[config.mk]
export PLATFORM = sky130hd
export DESIGN_NAME = slb_ser_flat
export DESIGN_NICKNAME = d
export VERILOG_FILES = /design/src/rtl/slb_pkg.sv /design/src/rtl/slb_link_if.sv /design/src/rtl/slb_ser.sv /design/src/flat_wrapper.sv
export VERILOG_INCLUDE_DIRS = /design/src /design/src/rtl
export SDC_FILE = /design/constraint.sdc
export NUM_CORES = 1
export LEC_CHECK = 0
export ABC_AREA = 1
export BUFFER_PORTS_ARGS = -buffer_cell sky130_fd_sc_hd__buf_2
export CAP_MARGIN = 20
export CORE_MARGIN = 10
export CORE_UTILIZATION = 45
export CTS_CLUSTER_DIAMETER = 50
export DETAILED_ROUTE_END_ITERATION = 8
export HOLD_SLACK_MARGIN = 0.08
export PLACE_DENSITY = 0.68
export SYNTH_ARGS = -nofsm -noshare
export SYNTH_HDL_FRONTEND = slang
export SYNTH_SLANG_ARGS = --single-unit
[constraint.sdc]
create_clock -name aclk -period 7.97 [get_ports aclk]
set_clock_uncertainty 0.05 [all_clocks]
set_input_delay 1.594 -clock aclk [delete_from_list [all_inputs] [get_ports aclk]]
set_output_delay 1.594 -clock aclk [all_outputs]
set_load 0.1 [all_outputs]
[src/rtl/slb_params.svh]
// Constants for the serial link self-test ends: register offsets, field positions,
// reset values and timing counts.
// Assumes a single 100 MHz clock aclk shared by both ends.
`ifndef SLB_PARAMS_SVH
`define SLB_PARAMS_SVH

`define SLB_REG_CTRL        8'h04
`define SLB_REG_STATUS      8'h0c
`define SLB_REG_CRCCNT      8'h10
`define SLB_REG_IRQ_STAT    8'h14
`define SLB_REG_IRQ_CLR     8'h18
`define SLB_REG_IRQ_EN      8'h1c
`define SLB_CTRL_CRCCLR_BIT 0
`define SLB_CTRL_ARM_BIT    5
`define SLB_STAT_LINK_BIT   0
`define SLB_STAT_TEST_BIT   1
`define SLB_STAT_REQ_BIT    2
`define SLB_STAT_CSEL_BIT   3
`define SLB_IRQ_ENTER       0
`define SLB_IRQ_LEAVE       1
`define SLB_IRQ_CRC         2
`define SLB_IRQ_LINK        3
`define SLB_RESP_OKAY       2'h0
`define SLB_RESP_SLVERR     2'h2
`define SLB_LFSR_SEED       35'h5a5a5a5a5
`define SLB_HEAVY_LIMIT     17
`define SLB_FRAME_CYC       64
`define SLB_BC_PERIOD       256
`define SLB_BC_TIMEOUT      1024
`define SLB_BC_LOCK_GOOD    4
`define SLB_FWD_LOCK_FRAMES 4

`endif

[src/rtl/slb_pkg.sv]
// Types and shared coding functions of the serial link self-test ends.
// Assumes slb_params.svh is on the include path.
`include "slb_params.svh"
`default_nettype none

package slb_pkg;

    typedef logic [34:0] slb_word_t;

    typedef enum logic [1:0] {
        SLB_SER_NORMAL  = 2'b00,
        SLB_SER_ARMED   = 2'b01,
        SLB_SER_TEST    = 2'b10,
        SLB_SER_LEAVING = 2'b11
    } slb_ser_state_t;

    typedef enum logic [1:0] {
        SLB_DES_IDLE  = 2'b00,
        SLB_DES_WAIT  = 2'b01,
        SLB_DES_CHECK = 2'b10
    } slb_des_state_t;

    // Steps the scrambler sequence by one word.
    function automatic slb_word_t slb_lfsr_next(input slb_word_t x);
        return {x[33:0], x[34] ^ x[32]};
    endfunction : slb_lfsr_next

    // Computes the back-channel frame check byte.
    function automatic logic [7:0] slb_crc8(input logic [7:0] d);
        logic [7:0] c;
        c = d;
        for (int i = 0; i < 8; i++) begin
            c = c[7] ? ({c[6:0], 1'b0} ^ 8'h07) : {c[6:0], 1'b0};
        end
        return c;
    endfunction : slb_crc8

    // Tells whether a word holds more ones than zeroes.
    function automatic logic slb_heavy(input slb_word_t w);
        int n;
        n = 0;
        for (int i = 0; i < 35; i++) begin
            n = n + int'(w[i]);
        end
        return n > `SLB_HEAVY_LIMIT;
    endfunction : slb_heavy

endpackage : slb_pkg

`default_nettype wire

[src/rtl/slb_link_if.sv]
// Link between serializer and deserializer: forward words and back-channel frames.
// Assumes both ends run on the same clock.
`default_nettype none

interface slb_link_if;
    import slb_pkg::*;

    logic       fwd_valid;
    logic       fwd_frame;
    slb_word_t  fwd_word;
    logic       fwd_dcb;
    logic       bc_valid;
    logic [7:0] bc_data;
    logic [7:0] bc_crc;

    modport ser (
        output fwd_valid, fwd_frame, fwd_word, fwd_dcb,
        input  bc_valid, bc_data, bc_crc
    );

    modport des (
        input  fwd_valid, fwd_frame, fwd_word, fwd_dcb,
        output bc_valid, bc_data, bc_crc
    );

endinterface : slb_link_if

`default_nettype wire

[src/rtl/slb_ser.sv]
// Serializer end: video path, test pattern source, back-channel checker,
// AXI4-Lite register slave and interrupt.
// Assumes the deserializer end drives the back channel on the same clock.
`include "slb_params.svh"
`default_nettype none

module slb_ser #(
    parameter int FRAME_CYC  = `SLB_FRAME_CYC,
    parameter int BC_TIMEOUT = `SLB_BC_TIMEOUT,
    parameter int LOCK_GOOD  = `SLB_BC_LOCK_GOOD
) (
    // Clock and reset
    input  wire logic               aclk,
    input  wire logic               aclken,
    input  wire logic               aresetn,
    // Video input
    input  wire slb_pkg::slb_word_t video_in,
    // AXI4-Lite write
    input  wire logic               awvalid,
    output var  logic               awready,
    input  wire logic [7:0]         awaddr,
    input  wire logic               wvalid,
    output var  logic               wready,
    input  wire logic [31:0]        wdata,
    input  wire logic [3:0]         wstrb,
    output var  logic               bvalid,
    input  wire logic               bready,
    output var  logic [1:0]         bresp,
    // AXI4-Lite read
    input  wire logic               arvalid,
    output var  logic               arready,
    input  wire logic [7:0]         araddr,
    output var  logic               rvalid,
    input  wire logic               rready,
    output var  logic [31:0]        rdata,
    output var  logic [1:0]         rresp,
    // Interrupt
    output var  logic               irq,
    // Link
    slb_link_if.ser                 link
);
    import slb_pkg::*;

    localparam int FCW = $clog2(FRAME_CYC);

    slb_ser_state_t state_q;
    slb_word_t      lfsr_q;
    slb_word_t      fwd_word_q;
    logic           fwd_dcb_q;
    logic           fwd_frame_q;
    logic           fwd_valid_q;
    logic [FCW-1:0] frame_cnt_q;
    logic [15:0]    bc_idle_q;
    logic [3:0]     bc_good_q;
    logic           bc_lock_q;
    logic           req_q;
    logic           csel_q;
    logic           arm_q;
    logic [7:0]     crc_cnt_q;
    logic [3:0]     irq_stat_q;
    logic [3:0]     irq_en_q;
    logic [7:0]     awaddr_q;
    logic [31:0]    wdata_q;
    logic           wstrb0_q;
    logic           aw_held_q;
    logic           w_held_q;

    logic           frame_end;
    logic           in_test;
    logic           wr_fire;
    logic           ctrl_wr;
    logic           arm_fall;
    logic           crc_clr;
    logic           bc_bad;
    logic           crc_event;
    logic           entering;
    logic           leaving;
    logic           link_event;
    slb_word_t      scr;
    slb_word_t      scrambled;
    logic [3:0]     irq_ev;

    // Tells whether an offset is one of the block's registers.
    function automatic logic reg_mapped(input logic [7:0] a);
        return (a == `SLB_REG_CTRL) || (a == `SLB_REG_STATUS) || (a == `SLB_REG_CRCCNT) ||
               (a == `SLB_REG_IRQ_STAT) || (a == `SLB_REG_IRQ_CLR) || (a == `SLB_REG_IRQ_EN);
    endfunction : reg_mapped

    assign frame_end = (frame_cnt_q == FCW'(FRAME_CYC - 1));
    assign in_test   = (state_q == SLB_SER_TEST) || (state_q == SLB_SER_LEAVING);
    assign wr_fire   = aw_held_q && w_held_q && !bvalid;
    assign ctrl_wr   = wr_fire && wstrb0_q && (awaddr_q == `SLB_REG_CTRL);
    assign arm_fall  = ctrl_wr && arm_q && !wdata_q[`SLB_CTRL_ARM_BIT];
    assign crc_clr   = ctrl_wr && wdata_q[`SLB_CTRL_CRCCLR_BIT];
    assign bc_bad    = link.bc_valid && (slb_crc8(link.bc_data) != link.bc_crc);
    assign crc_event = bc_lock_q && bc_bad;
    assign entering  = (state_q == SLB_SER_ARMED) && req_q && arm_fall;
    assign leaving   = (state_q == SLB_SER_LEAVING) && !req_q && frame_end;
    assign link_event = link.bc_valid ? (!bc_bad && !bc_lock_q && bc_good_q == 4'(LOCK_GOOD - 1))
                                      : (bc_lock_q && bc_idle_q == 16'(BC_TIMEOUT - 1));
    assign scr       = (frame_cnt_q == '0) ? `SLB_LFSR_SEED : lfsr_q;
    assign scrambled = (in_test ? '0 : video_in) ^ scr;

    assign link.fwd_word  = fwd_word_q;
    assign link.fwd_dcb   = fwd_dcb_q;
    assign link.fwd_frame = fwd_frame_q;
    assign link.fwd_valid = fwd_valid_q;

    // ****************************************
    // Forward data path
    // ****************************************
    always_ff @(posedge aclk) begin
        if (!aresetn) begin
            frame_cnt_q <= '0;
            lfsr_q      <= `SLB_LFSR_SEED;
            fwd_word_q  <= '0;
            fwd_dcb_q   <= 1'b0;
            fwd_frame_q <= 1'b0;
            fwd_valid_q <= 1'b0;
        end else if (aclken) begin
            frame_cnt_q <= frame_end ? '0 : frame_cnt_q + FCW'(1);
            lfsr_q      <= slb_lfsr_next(scr);
            fwd_dcb_q   <= slb_heavy(scrambled);
            fwd_word_q  <= slb_heavy(scrambled) ? ~scrambled : scrambled;
            fwd_frame_q <= (frame_cnt_q == '0);
            fwd_valid_q <= 1'b1;
        end
    end

    // ****************************************
    // Back-channel link detect and request
    // ****************************************
    always_ff @(posedge aclk) begin
        if (!aresetn) begin
            bc_idle_q <= 16'h0000;
            bc_good_q <= 4'h0;
            bc_lock_q <= 1'b0;
            req_q     <= 1'b0;
            csel_q    <= 1'b0;
        end else if (aclken) begin
            if (link.bc_valid) begin
                bc_idle_q <= 16'h0000;
                if (bc_bad) begin
                    bc_good_q <= 4'h0;
                end else begin
                    if (bc_good_q != 4'(LOCK_GOOD - 1)) begin
                        bc_good_q <= bc_good_q + 4'h1;
                    end else begin
                        bc_lock_q <= 1'b1;
                    end
                    if (bc_lock_q) begin
                        req_q  <= link.bc_data[0];
                        csel_q <= link.bc_data[1];
                    end
                end
            end else if (bc_idle_q == 16'(BC_TIMEOUT - 1)) begin
                bc_idle_q <= 16'h0000;
                bc_good_q <= 4'h0;
                bc_lock_q <= 1'b0;
                req_q     <= 1'b0;
            end else begin
                bc_idle_q <= bc_idle_q + 16'h0001;
            end
        end
    end

    // ****************************************
    // Test mode sequence
    // ****************************************
    always_ff @(posedge aclk) begin
        if (!aresetn) begin
            state_q <= SLB_SER_NORMAL;
        end else if (aclken) begin
            case (state_q)
                SLB_SER_NORMAL: begin
                    if (req_q && bc_lock_q) begin
                        state_q <= SLB_SER_ARMED;
                    end
                end
                SLB_SER_ARMED: begin
                    if (!req_q) begin
                        state_q <= SLB_SER_NORMAL;
                    end else if (arm_fall) begin
                        state_q <= SLB_SER_TEST;
                    end
                end
                SLB_SER_TEST: begin
                    if (!req_q) begin
                        state_q <= SLB_SER_LEAVING;
                    end
                end
                SLB_SER_LEAVING: begin
                    if (req_q) begin
                        state_q <= SLB_SER_TEST;
                    end else if (frame_end) begin
                        state_q <= SLB_SER_NORMAL;
                    end
                end
                default: begin
                    state_q <= SLB_SER_NORMAL;
                end
            endcase
        end
    end

    // ****************************************
    // CRC error count
    // ****************************************
    always_ff @(posedge aclk) begin
        if (!aresetn) begin
            crc_cnt_q <= 8'h00;
        end else if (aclken) begin
            if (entering) begin
                crc_cnt_q <= 8'h00;
            end else if (in_test && crc_event) begin
                crc_cnt_q <= crc_clr ? 8'h01 : ((crc_cnt_q == 8'hff) ? 8'hff : crc_cnt_q + 8'h01);
            end else if (crc_clr) begin
                crc_cnt_q <= 8'h00;
            end
        end
    end

    // ****************************************
    // Interrupts
    // ****************************************
    assign irq_ev = {link_event, in_test && crc_event, leaving, entering};

    always_ff @(posedge aclk) begin
        if (!aresetn) begin
            irq_stat_q <= 4'h0;
            irq_en_q   <= 4'h0;
            irq        <= 1'b0;
        end else if (aclken) begin
            if (wr_fire && wstrb0_q && awaddr_q == `SLB_REG_IRQ_CLR) begin
                irq_stat_q <= (irq_stat_q & ~wdata_q[3:0]) | irq_ev;
            end else begin
                irq_stat_q <= irq_stat_q | irq_ev;
            end
            if (wr_fire && wstrb0_q && awaddr_q == `SLB_REG_IRQ_EN) begin
                irq_en_q <= wdata_q[3:0];
            end
            irq <= |(irq_stat_q & irq_en_q);
        end
    end

    // ****************************************
    // AXI4-Lite slave
    // ****************************************
    always_ff @(posedge aclk) begin
        if (!aresetn) begin
            awready   <= 1'b0;
            aw_held_q <= 1'b0;
            awaddr_q  <= 8'h00;
            wready    <= 1'b0;
            w_held_q  <= 1'b0;
            wdata_q   <= 32'h0000_0000;
            wstrb0_q  <= 1'b0;
            bvalid    <= 1'b0;
            bresp     <= `SLB_RESP_OKAY;
            arm_q     <= 1'b0;
        end else if (aclken) begin
            if (awvalid && awready) begin
                awaddr_q  <= awaddr;
                aw_held_q <= 1'b1;
                awready   <= 1'b0;
            end else if (wr_fire) begin
                aw_held_q <= 1'b0;
                awready   <= 1'b1;
            end else begin
                awready   <= !aw_held_q;
            end
            if (wvalid && wready) begin
                wdata_q  <= wdata;
                wstrb0_q <= wstrb[0];
                w_held_q <= 1'b1;
                wready   <= 1'b0;
            end else if (wr_fire) begin
                w_held_q <= 1'b0;
                wready   <= 1'b1;
            end else begin
                wready   <= !w_held_q;
            end
            if (wr_fire) begin
                bvalid <= 1'b1;
                bresp  <= reg_mapped(awaddr_q) ? `SLB_RESP_OKAY : `SLB_RESP_SLVERR;
            end else if (bready) begin
                bvalid <= 1'b0;
            end
            if (ctrl_wr) begin
                arm_q <= wdata_q[`SLB_CTRL_ARM_BIT];
            end
        end
    end

    always_ff @(posedge aclk) begin
        if (!aresetn) begin
            arready <= 1'b0;
            rvalid  <= 1'b0;
            rdata   <= 32'h0000_0000;
            rresp   <= `SLB_RESP_OKAY;
        end else if (aclken) begin
            arready <= !rvalid && !(arvalid && arready);
            if (arvalid && arready) begin
                rvalid <= 1'b1;
                rresp  <= reg_mapped(araddr) ? `SLB_RESP_OKAY : `SLB_RESP_SLVERR;
                case (araddr)
                    `SLB_REG_CTRL:     rdata <= {26'h0, arm_q, 5'h00};
                    `SLB_REG_STATUS:   rdata <= {28'h0, csel_q, req_q, in_test, bc_lock_q};
                    `SLB_REG_CRCCNT:   rdata <= {24'h0, crc_cnt_q};
                    `SLB_REG_IRQ_STAT: rdata <= {28'h0, irq_stat_q};
                    `SLB_REG_IRQ_EN:   rdata <= {28'h0, irq_en_q};
                    default:           rdata <= 32'h0000_0000;
                endcase
            end else if (rready) begin
                rvalid <= 1'b0;
            end
        end
    end

endmodule : slb_ser

`default_nettype wire

[src/flat_wrapper.sv]
// flat-port wrapper written by rule: the top's interface ports become plain ports
module slb_ser_flat import slb_pkg::*;
#(
    parameter int FRAME_CYC  = `SLB_FRAME_CYC,
    parameter int BC_TIMEOUT = `SLB_BC_TIMEOUT,
    parameter int LOCK_GOOD  = `SLB_BC_LOCK_GOOD
)
  (aclk, aclken, aresetn, video_in, awvalid, awready, awaddr, wvalid, wready, wdata, wstrb, bvalid, bready, bresp, arvalid, arready, araddr, rvalid, rready, rdata, rresp, irq, link_fwd_valid, link_fwd_frame, link_fwd_word, link_fwd_dcb, link_bc_valid, link_bc_data, link_bc_crc);
  slb_link_if link_i ();
  input  wire logic aclk;
  input  wire logic aclken;
  input  wire logic aresetn;
  input  wire slb_pkg::slb_word_t video_in;
  input  wire logic awvalid;
  output var  logic awready;
  input  wire logic [7:0] awaddr;
  input  wire logic wvalid;
  output var  logic wready;
  input  wire logic [31:0] wdata;
  input  wire logic [3:0] wstrb;
  output var  logic bvalid;
  input  wire logic bready;
  output var  logic [1:0] bresp;
  input  wire logic arvalid;
  output var  logic arready;
  input  wire logic [7:0] araddr;
  output var  logic rvalid;
  input  wire logic rready;
  output var  logic [31:0] rdata;
  output var  logic [1:0] rresp;
  output var  logic irq;
  output wire logic [$bits(link_i.fwd_valid)-1:0] link_fwd_valid;
  output wire logic [$bits(link_i.fwd_frame)-1:0] link_fwd_frame;
  output wire logic [$bits(link_i.fwd_word)-1:0] link_fwd_word;
  output wire logic [$bits(link_i.fwd_dcb)-1:0] link_fwd_dcb;
  input wire logic [$bits(link_i.bc_valid)-1:0] link_bc_valid;
  input wire logic [$bits(link_i.bc_data)-1:0] link_bc_data;
  input wire logic [$bits(link_i.bc_crc)-1:0] link_bc_crc;
  assign link_fwd_valid = link_i.fwd_valid;
  assign link_fwd_frame = link_i.fwd_frame;
  assign link_fwd_word = link_i.fwd_word;
  assign link_fwd_dcb = link_i.fwd_dcb;
  assign link_i.bc_valid = link_bc_valid;
  assign link_i.bc_data = link_bc_data;
  assign link_i.bc_crc = link_bc_crc;
  slb_ser #(.FRAME_CYC(FRAME_CYC), .BC_TIMEOUT(BC_TIMEOUT), .LOCK_GOOD(LOCK_GOOD)) u_core (.aclk(aclk), .aclken(aclken), .aresetn(aresetn), .video_in(video_in), .awvalid(awvalid), .awready(awready), .awaddr(awaddr), .wvalid(wvalid), .wready(wready), .wdata(wdata), .wstrb(wstrb), .bvalid(bvalid), .bready(bready), .bresp(bresp), .arvalid(arvalid), .arready(arready), .araddr(araddr), .rvalid(rvalid), .rready(rready), .rdata(rdata), .rresp(rresp), .irq(irq), .link(link_i));
endmodule
Yosys cells after proc, flatten, opt, wreduce, memory -nomap -nowiden
Cells that the tools add are included.
{ "totals": {"register_bits": 180, "input_bits": 112, "output_inout_bits": 80, "elab_cells": 237} }
{ "op_classes": {"addsub": 38, "order_cmp": 1, "n_eq_ne": 29, "n_mux": 53, "n_bitwise": 17, "n_reduce_logical": 69} }
{ "ops": {"columns": ["cell", "n"], "rows": [
  ["adder 32 x 2 -> 32 bit", 33],
  ["two-way mux 35 bit", 3],
  ["equality test 8 x 5 -> 1 bit (second input constant)", 8],
  ["two-way mux 8 bit", 5],
  ["one-hot mux 8 bit (5 select lines)", 1],
  ["NOT 35 bit", 1],
  ["XOR 35 bit", 1],
  ["greater-than comparator 32 x 6 -> 1 bit (second input constant)", 1],
  ["two-way mux 16 bit", 2],
  ["logical AND 1 bit", 24],
  ["two-way mux 3 bit", 8],
  ["NOT 3 bit", 8],
  ["AND reduction 2 bit", 11],
  ["two-way mux 4 bit", 5],
  ["two-way mux 1 bit", 19],
  ["adder 16 x 1 -> 16 bit (second input constant)", 1],
  ["equality test 16 x 10 -> 1 bit (second input constant)", 1],
  ["equality test 8 x 3 -> 1 bit (second input constant)", 2],
  ["equality test 8 x 4 -> 1 bit (second input constant)", 2],
  ["two-way mux 2 bit", 8],
  ["AND reduction 4 bit", 3],
  ["logical OR 1 bit", 11],
  ["nonzero test 2 bit", 5],
  ["logical NOT 1 bit", 9],
  ["28 further kinds", 35]
]} }

Logic depth before layout (Yosys ltp)
Gate-level depths: netlist (run 1).
{ "logic_depth": {"word_depth": 40, "ltp_mapped": 32, "depth_no_buf": 30} }

Worst setup path after synthesis (run 1)
Ideal clock, no wire load.
{ "synth_timing": {"path_type": "input port to flip-flop", "from": "input video_in[1]", "to": "register u_core.fwd_word_q[14] (netlist: u_core.link.fwd_word[14])", "setup_ps": 115, "arrival_ps": 7014, "t_required_ps": 7805, "path_slack_ps": 790, "stages": 25, "path_cell_list": "nand2_1 -> xnor2_1 -> inv_1 -> ha_1 -> inv_1 -> fa_1 -> inv_1 -> fa_1 -> fa_1 -> fa_1 -> fa_1 -> inv_1 -> fa_1 -> inv_1 -> ha_1 -> inv_1 -> fa_1 -> o221ai_1 -> xor2_1 -> o21ai_0 -> nand2_1 -> buf_2 -> nor2_1 -> o21ai_0 -> inv_1"} }
{ "synth_via": {"elab_chain_len": 38} }
{ "synth_lines": {"columns": ["element", "line", "source"], "rows": [
  ["from (decl)", "flat_wrapper.sv:13", "input wire slb_pkg::slb_word_t video_in;"],
  ["two-way mux 35 bit", "slb_ser.sv:102", "assign scrambled = (in_test ? '0 : video_in) ^ scr;"],
  ["XOR 35 bit", "slb_ser.sv:102", null],
  ["adder 1 x 1 -> 2 bit", "slb_pkg.sv:43", "n = n + int'(w[i]);"],
  ["adder 32 x 2 -> 32 bit (33 in a row)", "slb_pkg.sv:43", null],
  ["greater-than comparator 32 x 6 -> 1 bit (no line)", null, null],
  ["two-way mux 35 bit", "slb_ser.sv:124", "fwd_word_q <= slb_heavy(scrambled) ? ~scrambled : scrambled;"],
  ["to (signal assigned)", "slb_ser.sv:124", null],
  ["to (decl)", "slb_ser.sv:48", "slb_word_t fwd_word_q;"]
]} }
Every way passes these cells.
A chain may end at the register's enable or synchronous reset.

Final worst setup path (run 1)
{ "layout_timing": {"from": "input video_in[0]", "to": "register u_core.fwd_word_q[20] (netlist: u_core.link.fwd_word[20])"} }
Same word-level chain as after synthesis.

==> flow_summary.json, run 1 <==
{
  "cts_resized": 0,
  "firstDrtPassIters": 4,
  "cts_buffer_depth": 2,
  "regArea_um2": 3060,
  "layout_common_cells": "nand2_1, inv_1, nor2_1, dfxtp_1, buf_2",
  "fmax_mhz": 136,
  "die_area_um2": 26700,
  "syn_avg_cell_area_um2": 6.80,
  "clock-root-buffer": "clkbuf_16",
  "numCtsBuffers": 17,
  "grtUsageMet1": 0.213,
  "dp_slack_ns": 0.195,
  "crit_type": "input port to register",
  "ys_seq_area_frac": 0.331,
  "path_max_fanout": 30,
  "worstSkewPairLatency_ns": 0.43,
  "final_common_cell": "nand2_1",
  "cp_data_arrival_time_ns": 7.64,
  "outcome": "finished clean",
  "reg2reg_to": "u_core.link.fwd_word[20]$_SDFFE_PN0P_",
  "ant_nets": 0,
  "met2_usage": 0.275,
  "holdBufCountCts": 0,
  "hp-start": "u_core.link.fwd_valid$_SDFFE_PN0P_",
  "hold_viol_final": 0,
  "avgViaCountPerCell": 4.76,
  "die_h_um": 163,
  "yosysTopAreaCell": "dfxtp_1",
  "post-cts-setup-buffers": 0,
  "multi_input_area_um2": 5000,
  "grt_pass1_vias": 7816,
  "async_reset_ff_frac": 0,
  "ys_types": 53,
  "ios": 192,
  "setup_viol": 0,
  "rr_startpoint": "u_core.frame_cnt_q[1]$_SDFFE_PN0P_",
  "wl_um": 22500,
  "io_buffers": 135,
  "antenna_cells": 0,
  "fin_crit_sh": 0.925,
  "vias": 8319,
  "cts_max_level": 4,
  "syn-cell-area_um2": 9250,
  "slew_headroom": 0.358,
  "clk_pin_slew_ns": 0.06,
  "cp.required_ns": 8.24,
  "dp_cells": 1717,
  "tns_ns": 0,
  "grtUsageTotal": 0.167,
  "row_count": 52,
  "hp-class": "register to register",
  "fin_crit_ns": 7.37,
  "synth_warnings": 0,
  "synthToLayoutAreaGrowth_pct": 14.2,
  "core_um2": 20200,
  "grt_overflow_total": 0,
  "drt_iter0_markers": 446,
  "grt_max_degree": 79,
  "slew_violations": 0,
  "drive_gt1_frac": 0.143,
  "ys_seq_elements": 153,
  "fin_ws_ns": 0.601,
  "r2r_setup_slack_ns": 0.69,
  "r2r_cells": 28,
  "cts_tree": "yes",
  "antenna_found_initial": 0,
  "grt_setup_unrepaired": "false",
  "synth_area_leaders": "dfxtp_1, nand2_1, inv_1",
  "dpl.hpwl_um": 16700,
  "start_util": 0.457,
  "hold_depth": 2,
  "fin_cells": 1748,
  "grt.busiest_layer": "met2",
  "synth_ff_type": "dfxtp_1",
  "hold_end": "u_core.link.fwd_valid$_SDFFE_PN0P_",
  "die_w_um": 163,
  "clkSinkCount": 153,
  "synth-edff-count": 0,
  "maxCapViolCount": 0,
  "place_congestion": 0.827,
  "nFillCells": 2044,
  "drc": 0,
  "fin_nets": 1619,
  "grt_pass1_wl_um": 37300,
  "startpoint_type": "input port",
  "met3_usage": 0.0408,
  "wl_per_cell_um": 12.9,
  "syn_inst": 1360,
  "worst_pin_slew_ns": 0.964,
  "netlist.area_leader.share": 0.331,
  "setup.worst_path.end_class": "register"
}
-- sequential cells by signal, indices dropped and copies added (netlist names), 4 cells and up, named ones only --
signal and count:
u_core.lfsr_q 35, u_core.link.fwd_word 35, u_core.bc_idle_q 16, u_core.awaddr_q 8, u_core.crc_cnt_q 8, u_core.rdata 8, u_core.frame_cnt_q 6, u_core.wdata_q 5
u_core.bc_good_q 4, u_core.irq_en_q 4, u_core.irq_stat_q 4
-- cell usage after synthesis, drive strengths merged, types with 3 or more instances --
cell type,n
a211oi,7
a21oi,81
buf,57
clkbuf,23
dfxtp,153
fa,27
ha,14
inv,220
nand2,308
nand3,48
nand3b,3
nand4,6
nor2,201
nor3,18
nor3b,3
o2111ai,10
o21ai,109
xnor2,21
xor2,29
-- worst max path at each step --
stage                                             from                                     to  cells past startpoint
floorplan                                  video_in[1]  u_core.link.fwd_word[14]$_SDFFE_PN0P_                     25
global placement                           video_in[0]  u_core.link.fwd_word[27]$_SDFFE_PN0P_                     26
detailed placement                         video_in[0]  u_core.link.fwd_word[20]$_SDFFE_PN0P_                     26
CTS                                        video_in[0]  u_core.link.fwd_word[20]$_SDFFE_PN0P_                     26
global route        u_core.frame_cnt_q[1]$_SDFFE_PN0P_  u_core.link.fwd_word[20]$_SDFFE_PN0P_                     28
finish                                     video_in[0]  u_core.link.fwd_word[20]$_SDFFE_PN0P_                     26
-- layout make-up --
type                       count  share of cell area
inverter                     222              0.0794
clock buffer                  20              0.0413
timing repair buffer         142              0.0727
multi-input combinational    930               0.473
clock inverter                11              0.0118
sequential                   153               0.290
tap                          270              0.0320
-- critical path, cell delays in order --
cell	delay, ns
buf_2	0.10
nand2_1	0.07
xor2_1	0.32
inv_1	0.10
ha_1	0.29
inv_1	0.05
fa_1	0.54
inv_1	0.06
fa_1	0.48
fa_1	0.52
fa_1	0.53
fa_1	0.55
inv_1	0.05
fa_1	0.46
inv_1	0.06
ha_1	0.20
inv_1	0.07
fa_1	0.40
o221ai_1	0.24
xor2_1	0.16
o21ai_0	0.12
nand2_2	0.18
buf_12	0.19
nor2_1	0.05
o21ai_0	0.19
inv_1	0.06
-- routing by layer --
metal  up-vias  routed length (µm)
met1      3752               10300
met5         -                   0
met4         0                 278
met3        21                1300
met2       162               10700
li1       4384                   -
-- per-stage QoR --
step	instance area, µm²	utilization	hold WS [ns]
3_3_place_gp	10000	0.495	0.393
4_1_cts	10600	0.522	0.416
3_5_place_dp	10000	0.495	0.403
2_1_floorplan	9350	-	0.386
6_report	10600	0.522	0.412
5_1_grt	10600	0.522	0.440
-- kinds of logic after synthesis --
kind of cell               Yosys count  share of synthesized area
DFF                                153                      0.331
AOI/OAI and AO/OA                  222                      0.132
buffers and inverters              302                      0.139
xor gates and xnor gates            50                     0.0473
other                                1                   0.000405
and+or+nand+nor                    591                      0.273
adders and majority gates           41                     0.0774
Power of run 1 is not shown: default switching activity piles up to over one toggle a cycle in this logic, so the estimate is an artifact.
==> run 2, diff against run 1 <==
--- a/config.mk
+++ b/config.mk
@@ -15,6 +15,7 @@
 export DETAILED_ROUTE_END_ITERATION = 8
 export HOLD_SLACK_MARGIN = 0.08
 export PLACE_DENSITY = 0.68
+export RECOVER_POWER = 25
 export SYNTH_ARGS = -nofsm -noshare
 export SYNTH_HDL_FRONTEND = slang
 export SYNTH_SLANG_ARGS = --single-unit
==> flow_summary.json, run 2 (synthesized netlist as in run 1, its figures left out) <==
{
  "wl_per_cell_um": 12.9,
  "drt_iter0_markers": 423,
  "antenna_cells": 0,
  "hold_viol_final": 0,
  "cts_buffer_depth": 2,
  "cts_tree": "yes",
  "core_um2": 20200,
  "multi_input_area_um2": 4980,
  "grt_pass1_wl_um": 37300,
  "start_util": 0.457,
  "grtUsageTotal": 0.167,
  "slew_headroom": -0.0697,
  "r2r_cells": 28,
  "grt_overflow_total": 0,
  "place_area_um2": 10000,
  "row_count": 52,
  "drive_gt1_frac": 0.112,
  "nFillCells": 2073,
  "hp-class": "register to register",
  "clock-root-buffer": "clkbuf_16",
  "vias": 8320,
  "avgViaCountPerCell": 4.76,
  "fin_nets": 1619,
  "layout_common_cells": "nand2_1, inv_1, nor2_1, dfxtp_1, o21ai_0",
  "setup.worst_path.end_class": "register",
  "path_max_fanout": 30,
  "drc": 0,
  "worstSkewPairLatency_ns": 0.43,
  "violations": "max-capacitance violations, max-slew violations",
  "setup_viol": 0,
  "antenna_found_initial": 0,
  "maxCapViolCount": 1,
  "cp.depth": 26,
  "post-cts-setup-buffers": 0,
  "fin_area_um2": 10500,
  "numCtsBuffers": 17,
  "cp_data_arrival_time_ns": 7.63,
  "place_congestion": 0.827,
  "tns_ns": 0,
  "cpMaxStageDelayCell": "fa_1",
  "critPathBufInv": 9,
  "die_area_um2": 26700,
  "worst_pin_slew_ns": 1.60,
  "firstDrtPassIters": 5,
  "grt_pass1_vias": 7816,
  "outcome": "complete, but fails checks",
  "hold_depth": 2,
  "crit_type": "input port to register",
  "cp_slowest_stage_delay_ns": 0.55,
  "grt_setup_unrepaired": "false",
  "fin_crit_ns": 7.36,
  "die_w_um": 163,
  "final_common_cell": "nand2_1",
  "clkSinkCount": 153,
  "crit_family": "adder cells",
  "dpl.hpwl_um": 16700,
  "slew_violations": 32,
  "wl_um": 22600,
  "cp.required_ns": 8.24,
  "regArea_um2": 3060,
  "fmax_mhz": 136,
  "cts_resized": 0,
  "clk_pin_slew_ns": 0.06,
  "die_h_um": 163,
  "startpoint_type": "input port",
  "io_buffers": 135,
  "cts_max_level": 4,
  "synthToLayoutAreaGrowth_pct": 13.4,
  "ant_nets": 0,
  "grt_max_degree": 79,
  "ios": 192,
  "holdBufCountCts": 0,
  "fin_crit_sh": 0.923
}
run 2: cell count changes in the layout (fill, tap and decap cells not counted), sizes merged:
cell,change
buf,-45
clkbuf,+45
run 2: through the flow:
step,instances,hold slack (ns),setup WS (ns),util
after floorplan,1385,0.386,0.790,-
after global placement,1717,0.393,0.250,0.495
after detailed placement,1717,0.403,0.195,0.495
after CTS,1748,0.416,0.626,0.522
after global routing,1748,0.440,0.179,0.519
final,1748,0.416,0.613,0.519
run 2: cell type report:
cell class / instances / area share
multi-input cells: 930 / 0.475
flip-flops and latches: 153 / 0.292
inverters: 222 / 0.0800
repair buffers: 142 / 0.0678
clock buffers: 20 / 0.0416
well taps: 270 / 0.0322
clock inverters: 11 / 0.0119
run 2: worst paths after layout:
check | slack (ns) | end | start
setup reg to reg | 0.69 | u_core.link.fwd_word[20]$_SDFFE_PN0P_ | u_core.frame_cnt_q[1]$_SDFFE_PN0P_
hold reg to reg | 0.42 | u_core.link.fwd_valid$_SDFFE_PN0P_ | u_core.link.fwd_valid$_SDFFE_PN0P_
setup / recovery | 0.61 | u_core.link.fwd_word[20]$_SDFFE_PN0P_ | video_in[0]
hold / removal | 0.42 | u_core.link.fwd_valid$_SDFFE_PN0P_ | u_core.link.fwd_valid$_SDFFE_PN0P_
run 2: per-layer routing:
layer	up-vias	part of all wire	GRT usage
li1	4386	-	-
met1	3754	0.46	0.213
met2	159	0.47	0.275
met3	21	0.056	0.0408
met4	0	0.012	0.0463
met5	-	0	0
run 2: tightest hold or removal path: stages (launching register included):
cell and delay (ns):
dfxtp_1 0.33, nor2_1 0.04, nor2_1 0.07
Power of run 2 is left out for the same reason.
==> run 3, diff against run 2 <==
==> constraint.sdc (replaced) <==
create_clock -name aclk -period 8.3 [get_ports aclk]
set_clock_uncertainty 0.05 [all_clocks]
set_input_delay 1.66 -clock aclk [delete_from_list [all_inputs] [get_ports aclk]]
set_output_delay 1.66 -clock aclk [all_outputs]
set_load 0.1 [all_outputs]
==> flow_summary.json, run 3 (synthesized netlist as in run 1, its figures left out) <==
{
  "slew_violations": 32,
  "holdBufCountCts": 0,
  "fin_crit_sh": 0.899,
  "grt_max_degree": 111,
  "cts_tree": "yes",
  "cp.required_ns": 8.57,
  "layout_common_cells": "nand2_1, inv_1, nor2_1, dfxtp_1, buf_2",
  "final_common_cell": "nand2_1",
  "cts_resized": 0,
  "outcome": "complete, but fails checks",
  "avgViaCountPerCell": 4.75,
  "path_max_fanout": 19,
  "die_h_um": 163,
  "core_um2": 20200,
  "startpoint_type": "input port",
  "synthToLayoutAreaGrowth_pct": 14.8,
  "tns_ns": 0,
  "die_w_um": 163,
  "post-cts-setup-buffers": 0,
  "die_area_um2": 26700,
  "violations": "max-capacitance violations, max-slew violations",
  "cts_max_level": 4,
  "maxCapViolCount": 1,
  "dpl.hpwl_um": 16300,
  "grt_pass1_wl_um": 37000,
  "wl_per_cell_um": 12.8,
  "ant_nets": 0,
  "drive_gt1_frac": 0.128,
  "ios": 192,
  "cts_buffer_depth": 2,
  "numCtsBuffers": 17,
  "hp-class": "register to register",
  "clkSinkCount": 153,
  "vias": 8313,
  "grt_pass1_vias": 7656,
  "clock-root-buffer": "clkbuf_16",
  "grt_overflow_total": 0,
  "firstDrtPassIters": 5,
  "fin_crit_ns": 7.46,
  "setup_viol": 0,
  "start_util": 0.457,
  "drc": 0,
  "setup.worst_path.end_class": "register",
  "cp_data_arrival_time_ns": 7.73,
  "io_buffers": 135,
  "worst_pin_slew_ns": 1.54,
  "worstSkewPairLatency_ns": 0.43,
  "fmax_mhz": 134,
  "crit_type": "input port to register",
  "grt_setup_unrepaired": "false",
  "grtUsageTotal": 0.165,
  "fin_nets": 1619,
  "place_congestion": 0.848,
  "slew_headroom": -0.0285,
  "antenna_found_initial": 0,
  "row_count": 52,
  "wl_um": 22400,
  "drt_iter0_markers": 558,
  "hold_viol_final": 0,
  "clk_pin_slew_ns": 0.06
}
## run 3: cell count changes in the layout (fill, tap and decap cells not counted), sizes merged
cell      delta
clkinvlp     -1
diode        +1
buf         +20
clkinv       -1
inv          +1
bufinv       +2
clkbuf      -20
## run 3: final timing paths
path / depth (start not counted) / start / end / slack [ns]
worst max-delay path: 26 / video_in[0] / u_core.link.fwd_word[1]$_SDFFE_PN0P_ / 0.84
worst min-delay path: 2 / u_core.lfsr_q[16]$_SDFFE_PN1P_ / u_core.lfsr_q[16]$_SDFFE_PN1P_ / 0.41
worst max register to register: 28 / u_core.frame_cnt_q[1]$_SDFFE_PN0P_ / u_core.link.fwd_word[1]$_SDFFE_PN0P_ / 1.03
worst min register to register: 2 / u_core.lfsr_q[16]$_SDFFE_PN1P_ / u_core.lfsr_q[16]$_SDFFE_PN1P_ / 0.41
## run 3: layout make-up
class | instances | area (µm²)
timing repair buffer | 142 | 732
clock buffer | 20 | 457
fill | 2030 | 9620
inverter | 222 | 840
tap | 270 | 338
antenna | 1 | 2.50
sequential | 153 | 3060
clock inverter | 12 | 189
multi-input combinational | 930 | 5000
## run 3: routing by layer
metal	track usage	vias to the layer above	routed length [µm]
met5	0	-	0
met4	0.0480	0	279
met3	0.0380	19	1380
met2	0.265	175	10500
met1	0.218	3733	10300
li1	-	4386	-
## run 3: critical path, cell delays in order
cell	delay, ns
buf_2	0.10
nand2_1	0.07
xor2_1	0.33
inv_1	0.08
ha_1	0.28
inv_1	0.05
fa_1	0.52
inv_1	0.05
fa_1	0.49
fa_1	0.54
fa_1	0.54
fa_1	0.56
inv_1	0.06
fa_1	0.47
inv_1	0.07
ha_1	0.19
inv_1	0.06
fa_1	0.39
o221ai_1	0.24
xor2_1	0.18
o21ai_0	0.13
nand2_2	0.12
buf_4	0.25
nor2_1	0.06
o21ai_0	0.18
inv_1	0.05
## run 3: per-stage QoR
| step | util | setup slack (ns) | cell area (µm²) | instances | hold slack, ns |
|---|---|---|---|---|---|
| global route | 0.525 | 0.458 | 10600 | 1749 | 0.427 |
| floorplan | - | 1.05 | 9350 | 1385 | 0.386 |
| detailed placement | 0.493 | 0.393 | 9970 | 1716 | 0.399 |
| global placement | 0.493 | 0.533 | 9970 | 1716 | 0.393 |
| finish | 0.525 | 0.840 | 10600 | 1750 | 0.414 |
| CTS | 0.525 | 0.830 | 10600 | 1748 | 0.414 |
Power of run 3 is left out for the same reason.
